===== src/ocl_map.svh =====
`ifndef OCL_MAP_SVH
`define OCL_MAP_SVH

// Register indices; byte address is four times the index
`define OCL_IDX_CFG 8'hc7
`define OCL_IDX_UPPER 8'hc8
`define OCL_IDX_LOWER 8'hc9
`define OCL_IDX_SPARE_A 8'hca
`define OCL_IDX_SPARE_B 8'hcb
`define OCL_IDX_SPARE_C 8'hcc
`define OCL_IDX_IRQ_STAT 8'hd8
`define OCL_IDX_IRQ_MASK 8'hd9

// Reset values
`define OCL_RST_CFG 16'h0000
`define OCL_RST_UPPER 16'h7fff
`define OCL_RST_LOWER 16'h8000
`define OCL_RST_SPARE_A 16'h5555
`define OCL_RST_SPARE_B 16'h0010
`define OCL_RST_SPARE_C 16'h0000

// Writable bit masks
`define OCL_MASK_CFG 16'hff00
`define OCL_MASK_SPARE_B 16'h07f0
`define OCL_MASK_SPARE_C 16'hc703

// Field positions
`define OCL_CFG_LSB 8
`define OCL_IRQ_UPPER_BIT 0
`define OCL_IRQ_LOWER_BIT 1

// Limit codes that switch a side off
`define OCL_UPPER_OFF 16'h7fff
`define OCL_LOWER_OFF 16'h8000

`endif


===== src/ocl_pkg.sv =====
package ocl_pkg;

   typedef struct packed {
      logic enable;
      logic polarity;
      logic spare;
      logic [4:0] num;
   } ocl_cfg_t;

   typedef struct packed {
      logic lower;
      logic upper;
   } ocl_trip_t;

endpackage


===== src/ocl_trip_filter.sv =====
`timescale 1ns/1ps
`default_nettype none

module ocl_trip_filter #(
   parameter int CNT_W = 8
) (
   // Clock and reset
   input wire logic pclk,
   input wire logic presetn,
   // Sample path
   input wire logic enable,
   input wire logic sample_valid,
   input wire logic exceed,
   input wire logic [CNT_W-1:0] need,
   // Result
   output logic trip_event
);

   logic [CNT_W-1:0] run;
   logic [CNT_W-1:0] next_run;

   // Saturates at need so the run never wraps
   always_comb begin
      next_run = (run >= need) ? run : run + 1'b1;
   end

   always_ff @(posedge pclk or negedge presetn) begin
      if (!presetn) begin
         run <= '0;
      end else if (!enable) begin
         run <= '0;
      end else if (sample_valid) begin
         run <= exceed ? next_run : '0;
      end
   end

   always_ff @(posedge pclk or negedge presetn) begin
      if (!presetn) begin
         trip_event <= 1'b0;
      end else if (!enable) begin
         trip_event <= 1'b0;
      end else if (sample_valid) begin
         trip_event <= exceed && (next_run >= need);
      end
   end

   a_inside_restart: assert property (@(posedge pclk) disable iff (!presetn)
      enable && sample_valid && !exceed |=> !trip_event && run == '0)
      else $error("trip run not restarted on in-limit sample");

   a_count_gate: assert property (@(posedge pclk) disable iff (!presetn)
      $rose(trip_event) |-> $past(next_run) >= $past(need))
      else $error("trip raised before deglitch count reached");

endmodule

`default_nettype wire


===== src/ocl_regs.sv =====
// Operation
// - Upper trip limit is a 16-bit two's complement code.
// - Upper event when fast result is above the upper limit.
// - Upper limit 7fff switches upper detection off.
// - Lower trip limit is a 16-bit two's complement code, same scale.
// - Lower event when fast result is below the lower limit.
// - Lower limit 8000 switches lower detection off.
// - Lower limit sits at index c9, resets to 8000.
// - Spare bits are plain storage with no effect on behaviour.
// - Spare word at ca holds sixteen bits, resets to 5555.
// - Spare word at cb holds bits 10:4, resets to 0010.
// - Word cb bits 15:11 and 3:0 read zero.
// - Word cc holds bits 15:14, 10:8, 1:0; others read zero.
// - Upper limit sits at index c8, resets to 7fff.
// - Trip only after the set run of exceeding results; restart inside.
// - Comparator works only while enabled, independent of conversion start.
// - Fault output active on either event, level set by polarity.
`timescale 1ns/1ps
`default_nettype none
`include "ocl_map.svh"

module ocl_regs #(
   parameter int CNT_W = 8
) (
   // Clock and reset
   input wire logic pclk,
   input wire logic presetn,
   // APB slave
   input wire logic psel,
   input wire logic penable,
   input wire logic pwrite,
   input wire logic [11:0] paddr,
   input wire logic [31:0] pwdata,
   output logic [31:0] prdata,
   output logic pready,
   output logic pslverr,
   // Fast filter result, same clock
   input wire logic [15:0] fast_result,
   input wire logic fast_result_valid,
   // Trip events and fault pin
   output ocl_pkg::ocl_trip_t trip_event,
   output logic overcurrent_fault_output,
   output logic fast_comparator_enable,
   // Spare contents for the map checksum
   output logic [15:0] spare_word_a,
   output logic [15:0] spare_word_b,
   output logic [15:0] spare_word_c,
   // Interrupt
   output logic irq
);

   ocl_pkg::ocl_cfg_t cfg;
   logic [15:0] upper_trip_limit;
   logic [15:0] lower_trip_limit;
   ocl_pkg::ocl_trip_t irq_status;
   ocl_pkg::ocl_trip_t irq_mask;
   ocl_pkg::ocl_trip_t trip_prev;
   ocl_pkg::ocl_trip_t trip_rise;
   ocl_pkg::ocl_trip_t next_status;
   ocl_pkg::ocl_trip_t exceed;

   logic setup;
   logic wr_en;
   logic mapped;
   logic [15:0] read_word;
   logic [15:0] wdata;
   logic [CNT_W-1:0] need;
   logic upper_armed;
   logic lower_armed;

   // Word decode, reused for every register
   function automatic logic hit(input logic [11:0] a, input logic [7:0] idx);
      return (a[11:10] == 2'b00) && (a[9:2] == idx);
   endfunction

   // Deglitch code to run length
   function automatic logic [CNT_W-1:0] run_len(input logic [4:0] code);
      logic [7:0] n;
      n = 8'h01;
      unique case (code) inside
         [5'h00:5'h07]: n = {3'h0, code} + 8'h01;
         [5'h08:5'h0f]: n = {2'h0, code, 1'b0} - 8'h06;
         5'h10: n = 8'h1c;
         5'h11: n = 8'h20;
         5'h12: n = 8'h28;
         5'h13: n = 8'h30;
         5'h14: n = 8'h38;
         5'h15: n = 8'h40;
         5'h16: n = 8'h48;
         5'h17: n = 8'h50;
         5'h18: n = 8'h58;
         5'h19: n = 8'h60;
         5'h1a: n = 8'h68;
         5'h1b: n = 8'h70;
         5'h1c: n = 8'h74;
         5'h1d: n = 8'h78;
         5'h1e: n = 8'h7c;
         5'h1f: n = 8'h80;
      endcase
      return CNT_W'(n);
   endfunction

   assign setup = psel && !penable;
   assign wr_en = psel && penable && pwrite && pready;
   assign wdata = pwdata[15:0];
   assign need = run_len(cfg.num);
   // Switching a side off also drops a held event and its run
   assign upper_armed = cfg.enable && (upper_trip_limit != `OCL_UPPER_OFF);
   assign lower_armed = cfg.enable && (lower_trip_limit != `OCL_LOWER_OFF);

   // Bus answers

   always_comb begin
      read_word = 16'h0000;
      mapped = 1'b1;
      if (hit(paddr, `OCL_IDX_CFG)) begin
         read_word = {cfg, 8'h00};
      end else if (hit(paddr, `OCL_IDX_UPPER)) begin
         read_word = upper_trip_limit;
      end else if (hit(paddr, `OCL_IDX_LOWER)) begin
         read_word = lower_trip_limit;
      end else if (hit(paddr, `OCL_IDX_SPARE_A)) begin
         read_word = spare_word_a;
      end else if (hit(paddr, `OCL_IDX_SPARE_B)) begin
         read_word = spare_word_b;
      end else if (hit(paddr, `OCL_IDX_SPARE_C)) begin
         read_word = spare_word_c;
      end else if (hit(paddr, `OCL_IDX_IRQ_STAT)) begin
         read_word = {14'h0000, irq_status};
      end else if (hit(paddr, `OCL_IDX_IRQ_MASK)) begin
         read_word = {14'h0000, irq_mask};
      end else begin
         mapped = 1'b0;
      end
   end

   // One wait-free access phase; answer prepared in the setup cycle
   always_ff @(posedge pclk or negedge presetn) begin
      if (!presetn) begin
         pready <= 1'b0;
         pslverr <= 1'b0;
         prdata <= 32'h0000_0000;
      end else begin
         pready <= setup;
         pslverr <= setup && !mapped;
         if (setup) begin
            prdata <= pwrite ? 32'h0000_0000 : {16'h0000, read_word};
         end
      end
   end

   // Register file

   always_ff @(posedge pclk or negedge presetn) begin
      if (!presetn) begin
         upper_trip_limit <= `OCL_RST_UPPER;
         lower_trip_limit <= `OCL_RST_LOWER;
      end else if (wr_en) begin
         if (hit(paddr, `OCL_IDX_UPPER)) begin
            upper_trip_limit <= wdata;
         end
         if (hit(paddr, `OCL_IDX_LOWER)) begin
            lower_trip_limit <= wdata;
         end
      end
   end

   // Spares steer nothing; only the bus read path and the checksum read them
   always_ff @(posedge pclk or negedge presetn) begin
      if (!presetn) begin
         spare_word_a <= `OCL_RST_SPARE_A;
         spare_word_b <= `OCL_RST_SPARE_B;
         spare_word_c <= `OCL_RST_SPARE_C;
      end else if (wr_en) begin
         if (hit(paddr, `OCL_IDX_SPARE_A)) begin
            spare_word_a <= wdata;
         end
         if (hit(paddr, `OCL_IDX_SPARE_B)) begin
            spare_word_b <= wdata & `OCL_MASK_SPARE_B;
         end
         if (hit(paddr, `OCL_IDX_SPARE_C)) begin
            spare_word_c <= wdata & `OCL_MASK_SPARE_C;
         end
      end
   end

   always_ff @(posedge pclk or negedge presetn) begin
      if (!presetn) begin
         cfg <= ocl_pkg::ocl_cfg_t'(`OCL_RST_CFG >> `OCL_CFG_LSB);
      end else if (wr_en && hit(paddr, `OCL_IDX_CFG)) begin
         cfg <= ocl_pkg::ocl_cfg_t'(wdata[15:`OCL_CFG_LSB]);
      end
   end

   always_ff @(posedge pclk or negedge presetn) begin
      if (!presetn) begin
         fast_comparator_enable <= 1'b0;
      end else begin
         fast_comparator_enable <= cfg.enable;
      end
   end

   // Limit comparison

   // Signed on both sides; equality stays inside the window
   always_comb begin
      exceed.upper = (upper_trip_limit != `OCL_UPPER_OFF)
         && ($signed(fast_result) > $signed(upper_trip_limit));
      exceed.lower = (lower_trip_limit != `OCL_LOWER_OFF)
         && ($signed(fast_result) < $signed(lower_trip_limit));
   end

   ocl_trip_filter #(
      .CNT_W(CNT_W)
   ) u_upper (
      .pclk(pclk),
      .presetn(presetn),
      .enable(upper_armed),
      .sample_valid(fast_result_valid),
      .exceed(exceed.upper),
      .need(need),
      .trip_event(trip_event.upper)
   );

   ocl_trip_filter #(
      .CNT_W(CNT_W)
   ) u_lower (
      .pclk(pclk),
      .presetn(presetn),
      .enable(lower_armed),
      .sample_valid(fast_result_valid),
      .exceed(exceed.lower),
      .need(need),
      .trip_event(trip_event.lower)
   );

   // Fault pin idles high because polarity resets to active low
   always_ff @(posedge pclk or negedge presetn) begin
      if (!presetn) begin
         overcurrent_fault_output <= 1'b1;
      end else begin
         overcurrent_fault_output <= cfg.polarity ? (|trip_event) : !(|trip_event);
      end
   end

   // Interrupts

   assign trip_rise = trip_event & ~trip_prev;

   // A new trip in the clearing cycle survives the clear
   always_comb begin
      next_status = irq_status;
      if (wr_en && hit(paddr, `OCL_IDX_IRQ_STAT)) begin
         next_status = irq_status & ~ocl_pkg::ocl_trip_t'(wdata[1:0]);
      end
      next_status = next_status | trip_rise;
   end

   always_ff @(posedge pclk or negedge presetn) begin
      if (!presetn) begin
         trip_prev <= '0;
         irq_status <= '0;
         irq_mask <= '0;
         irq <= 1'b0;
      end else begin
         trip_prev <= trip_event;
         irq_status <= next_status;
         irq <= |(next_status & irq_mask);
         if (wr_en && hit(paddr, `OCL_IDX_IRQ_MASK)) begin
            irq_mask <= ocl_pkg::ocl_trip_t'(wdata[1:0]);
         end
      end
   end

   // Checks

   a_upper_off: assert property (@(posedge pclk) disable iff (!presetn)
      (upper_trip_limit == `OCL_UPPER_OFF)[*2] |-> !trip_event.upper)
      else $error("upper trip while upper limit is off");

   a_lower_off: assert property (@(posedge pclk) disable iff (!presetn)
      (lower_trip_limit == `OCL_LOWER_OFF)[*2] |-> !trip_event.lower)
      else $error("lower trip while lower limit is off");

   a_upper_trip: assert property (@(posedge pclk) disable iff (!presetn)
      cfg.enable && fast_result_valid && need == CNT_W'(1)
      && upper_trip_limit != `OCL_UPPER_OFF
      && $signed(fast_result) > $signed(upper_trip_limit)
      |=> trip_event.upper)
      else $error("upper trip missing on single-sample run");

   a_lower_trip: assert property (@(posedge pclk) disable iff (!presetn)
      cfg.enable && fast_result_valid && need == CNT_W'(1)
      && lower_trip_limit != `OCL_LOWER_OFF
      && $signed(fast_result) < $signed(lower_trip_limit)
      |=> trip_event.lower)
      else $error("lower trip missing on single-sample run");

   a_equal_no_trip: assert property (@(posedge pclk) disable iff (!presetn)
      fast_result_valid && fast_result == upper_trip_limit
      |=> !trip_event.upper)
      else $error("result equal to upper limit tripped");

   a_lower_equal: assert property (@(posedge pclk) disable iff (!presetn)
      fast_result_valid && fast_result == lower_trip_limit
      |=> !trip_event.lower)
      else $error("result equal to lower limit tripped");

   a_disable_clears: assert property (@(posedge pclk) disable iff (!presetn)
      !cfg.enable |=> trip_event == '0)
      else $error("trip event while comparator disabled");

   a_fault_level: assert property (@(posedge pclk) disable iff (!presetn)
      ##1 1'b1 |-> overcurrent_fault_output
         == ($past(cfg.polarity) ? $past(|trip_event) : !$past(|trip_event)))
      else $error("fault output level wrong");

   a_cb_reserved: assert property (@(posedge pclk) disable iff (!presetn)
      setup && !pwrite && hit(paddr, `OCL_IDX_SPARE_B)
      |=> prdata[31:11] == 21'h000000 && prdata[3:0] == 4'h0)
      else $error("reserved bits of spare word b read nonzero");

   a_spare_write: assert property (@(posedge pclk) disable iff (!presetn)
      wr_en && hit(paddr, `OCL_IDX_SPARE_C)
      |=> spare_word_c == ($past(pwdata[15:0]) & `OCL_MASK_SPARE_C))
      else $error("spare word c write not stored as masked");

   a_irq_sticky: assert property (@(posedge pclk) disable iff (!presetn)
      trip_rise.upper |=> irq_status.upper)
      else $error("upper trip did not set status");

   c_upper_trip: cover property (@(posedge pclk) disable iff (!presetn)
      $rose(trip_event.upper));

   c_lower_trip: cover property (@(posedge pclk) disable iff (!presetn)
      $rose(trip_event.lower));

   c_set_and_clear: cover property (@(posedge pclk) disable iff (!presetn)
      trip_rise.upper && wr_en && hit(paddr, `OCL_IDX_IRQ_STAT));

   c_irq: cover property (@(posedge pclk) disable iff (!presetn) $rose(irq));

endmodule

`default_nettype wire


===== config.mk =====
export PLATFORM = sky130hd
export DESIGN_NAME = ocl_regs
export DESIGN_NICKNAME = d
export VERILOG_FILES = /design/src/ocl_pkg.sv /design/src/ocl_trip_filter.sv /design/src/ocl_regs.sv
export VERILOG_INCLUDE_DIRS = /design/src
export SDC_FILE = /design/constraint.sdc
export NUM_CORES = 1
export LEC_CHECK = 0
export ABC_AREA = 1
export BUFFER_PORTS_ARGS = -buffer_cell sky130_fd_sc_hd__buf_2
export CORE_MARGIN = 2
export CORE_UTILIZATION = 45
export CTS_CLUSTER_DIAMETER = 60
export DETAILED_ROUTE_END_ITERATION = 7
export PLACE_DENSITY = 0.79
export SYNTH_ARGS = -nofsm -noshare
export SYNTH_HDL_FRONTEND = slang
export SYNTH_SLANG_ARGS = --single-unit

===== constraint.sdc =====
create_clock -name pclk -period 6.45 [get_ports pclk]
set_input_delay 0.645 -clock pclk [delete_from_list [all_inputs] [get_ports pclk]]
set_output_delay 0.645 -clock pclk [all_outputs]
set_load 0.005 [all_outputs]

==> impl_metrics.env <==
export IMPL_status="completed"
export IMPL_final_nets=1196
export IMPL_fill_cells=1490
export IMPL_grt_usage_pct=23.6
export IMPL_port_buffers=100
export IMPL_crit_path_max_fanout=7
export IMPL_finClkSkew_ns=0.00973
export IMPL_die_h_um=133
export IMPL_gp_congestion=0.937
export IMPL_clk_latency_ns=0.43
export IMPL_clockPowerShare_pct=54.8
export IMPL_ys_ff_latch=115
export IMPL_synthFlopType="dfrtp_1"
export IMPL_grt_pass1_vias=6601
export IMPL_final_antenna_net_count=0
export IMPL_internal_power_mw=1.39
export IMPL_drt_wirelength_per_cell_um=15.5
export IMPL_grt_ovfl_total=0
export IMPL_syn_area_um2=7540
export IMPL_via_per_inst=5.30
export IMPL_fin_crit_ns=4.79
export IMPL_yosysSeqAreaShare_pct=38.6
export IMPL_drtIter0Drc=690
export IMPL_layout_commonest_cell="nand2_1"
export IMPL_power_density_nw_per_um2=207
export IMPL_postSynthCellCount=963
export IMPL_wl_mm=20.1
export IMPL_synth_compound_area_share_pct=15.8
export IMPL_coreArea_um2=16500
export IMPL_area_delta_synth_final_pct=16.0
export IMPL_finalCritPeriodShare_pct=74.3
export IMPL_slew_violations=0
export IMPL_h_tree_depth=4
export IMPL_crit_type="reg2reg"
export IMPL_place_hpwl_mm=15.1
export IMPL_route_detailed_drc=0
export IMPL_synthXorXnorAreaFrac_pct=1.74
export IMPL_synth_top_family_by_area="simple AND/OR/NAND/NOR gates"
export IMPL_worstReg2RegEnd="u_lower.trip_event$_DFFE_PN0P_"
export IMPL_synth_cell_type_count=48
export IMPL_die_area_um2=17800
export IMPL_combPwrFrac_pct=5.2
export IMPL_synth_fa_ha_area_share_pct=10.8
export IMPL_drive_gt1_share_pct=18.7
export IMPL_die_w_um=133
export IMPL_ys_warn_count=0
export IMPL_cts_buffers=17
export IMPL_peakVddDrop_mv=0.205
export IMPL_hold_buffers=0
export IMPL_power_share_sequential_pct=40.0
export IMPL_vias=6881
export IMPL_grt_max_degree=65
export IMPL_critPathLaunch="cfg[1]$_DFFE_PN0P_"
export IMPL_io_pins=153
export IMPL_power_mw=1.81
export IMPL_grt_setup_unrepaired="false"
export IMPL_final_cell_mix="nand2_1 (220), inv_1 (139), o21ai_0 (117)"
export IMPL_diodes=0
export IMPL_hold_viol_final=0
export IMPL_power_switching_uw=420
export IMPL_setup_tns_ns=0
export IMPL_cts_num_sinks=115
export IMPL_cp_data_required_time_ns=6.76
export IMPL_num_rows=47
export IMPL_clk_pin_slew_ns=0.06
export IMPL_postCtsSetupBuffers=0
export IMPL_async_reset_ff_share_pct=100
export IMPL_synth_edf_count=0
export IMPL_avgSynthCellArea_um2=7.83
export IMPL_worst_pin_slew_ns=0.972
export IMPL_fin_hold_ws_ns=0.256
export IMPL_setup_violations=0
export IMPL_grt_pass1_wl_mm=33.1
export IMPL_reg2regPathDepth=27
export IMPL_reg2reg_from="cfg[1]$_DFFE_PN0P_"
export IMPL_postCtsResizedCells=0
export IMPL_startpoint_type="register"
export IMPL_r2r_slack_ns=1.66
export IMPL_slew_headroom_pct=35.0
export IMPL_crit_path_end="u_lower.trip_event$_DFFE_PN0P_"
export IMPL_synth_mux_area_share_pct=0
export IMPL_cts_max_path_buffers=2
export IMPL_antenna_found_initial=0
export IMPL_switching_share_pct=23.2
export IMPL_end_kind="register"
export IMPL_clockRootBuffer="clkbuf_16"
export IMPL_initial_core_util_pct=45.8
export IMPL_synthSimpleGateAreaFrac_pct=20.9
export IMPL_hold_class="in2async"
export IMPL_drt_first_pass_iters=5
export IMPL_cts_tree="done"
export IMPL_cap_violations=0
export IMPL_cp_arrival_ns=5.10
export IMPL_max_freq_ghz=0.209
export IMPL_p_leak_nw=4.41
-- cell type report --
cell class	count	area [um^2]	share of cell area, %
sequential	115	2910	33.3
inverter	149	562	6.42
tap	220	275	3.15
timing repair buffer	105	541	6.18
multi-input combinational	677	3840	43.9
clock inverter	11	151	1.73
clock buffer	21	470	5.38
-- worst min path at each step --
| stage | from | end | slack [ns] | depth (start not counted) |
|---|---|---|---|---|
| floorplan | presetn | cfg[0]$_DFFE_PN0P_ | 0.35 | 0 |
| global route | presetn | lower_trip_limit[9]$_DFFE_PN0P_ | 0.32 | 1 |
| CTS | presetn | lower_trip_limit[8]$_DFFE_PN0P_ | 0.29 | 1 |
| finish | presetn | lower_trip_limit[8]$_DFFE_PN0P_ | 0.26 | 1 |
| detailed placement | trip_prev[1]$_DFF_PN0_ | irq_status[1]$_DFF_PN0_ | 0.45 | 1 |
| global placement | trip_prev[1]$_DFF_PN0_ | irq_status[1]$_DFF_PN0_ | 0.44 | 1 |
-- synth_stat cells, drive strengths merged (3+ instances only) --
cell / count / area share (%)
a221oi: 5 / 0.58
nand3: 21 / 1.4
inv: 148 / 7.4
dfstp: 26 / 9.1
dfrtp: 89 / 30
clkbuf: 17 / 0.85
o2111ai: 3 / 0.35
a21oi: 30 / 2.0
o31ai: 7 / 0.70
o22ai: 10 / 0.83
o211ai: 7 / 0.70
a211oi: 9 / 0.90
nor4: 9 / 0.91
ha: 65 / 11
nand4: 21 / 1.8
nor2: 39 / 2.2
o21ai: 122 / 8.1
a311oi: 3 / 0.35
nor3: 20 / 1.4
buf: 38 / 3.8
or2: 3 / 0.25
nand2: 239 / 13
xor2: 14 / 1.6
o21a: 3 / 0.30
-- kinds of logic after synthesis --
kind of cell               count (synthesis)
AOI/OAI and AO/OA                        208
adders and majority gates                 65
DFF                                      115
xor gates and xnor gates                  15
and+or+nand+nor                          355
other                                      1
buffers and inverters                    204
-- power groups by stage --
stage	combinational, mW	sequential (mW)	clock (mW)
after CTS	0.0930	0.725	0.999
after floorplan	0.0569	0.737	0
after global routing	0.107	0.725	1.04
after global placement	0.0900	0.737	0
after detailed placement	0.0921	0.737	0
final	0.0933	0.725	0.993
-- metal layers --
metal / GRT usage, % / vias to the layer above / share of wire, %
met3: 5.56 / 43 / 7.8
met4: 9.93 / 0 / 3.0
met1: 31.6 / 3200 / 44
met2: 36.8 / 295 / 45
met5: 0 / - / 0
li1: - / 3343 / -
-- critical path: stages, from the launching register on --
cell and delay (ns):
dfrtp_1 0.48, ha_1 0.26, inv_1 0.07, nor2_1 0.16, ha_1 0.16, inv_1 0.12
nand2_1 0.11, nor2_2 0.05, nand3_1 0.17, nor4_1 0.07, a2111oi_1 0.33, buf_4 0.23
ha_1 0.25, a21oi_1 0.15, nor3_1 0.06, a211oi_1 0.42, nand2_4 0.15, inv_4 0.12
nand3_1 0.08, xor2_1 0.22, inv_1 0.08, ha_1 0.29, a21oi_1 0.15, nor3_1 0.06
a211oi_1 0.19, nand2_1 0.10, nand2_1 0.08, nand2_1 0.05
-- sequential cells by signal, summed over array words and instances, names as in the netlist --
register / flops
fast_comparator_enable: 1
irq_mask: 2
spare_word_a: 16
u_upper.trip_event: 1
spare_word_c: 7
cfg: 8
irq: 1
u_lower.trip_event: 1
upper_trip_limit: 16
pslverr: 1
u_lower.run: 8
pready: 1
prdata: 16
irq_status: 2
u_upper.run: 8
overcurrent_fault_output: 1
spare_word_b: 7
lower_trip_limit: 16
trip_prev: 2
-- through the flow --
| step | instances | cell area, um^2 | util (%) | worst slack [ns] |
|---|---|---|---|---|
| 2_1_floorplan | 996 | 7660 | - | 2.09 |
| 3_3_place_gp | 1266 | 8130 | 49.4 | 1.75 |
| 3_5_place_dp | 1266 | 8130 | 49.4 | 1.75 |
| 4_1_cts | 1298 | 8750 | 53.1 | 1.72 |
| 5_1_grt | 1298 | 8750 | 53.1 | 1.17 |
| 6_report | 1298 | 8750 | 53.1 | 1.66 |
Power figures use the tool's default switching activity.
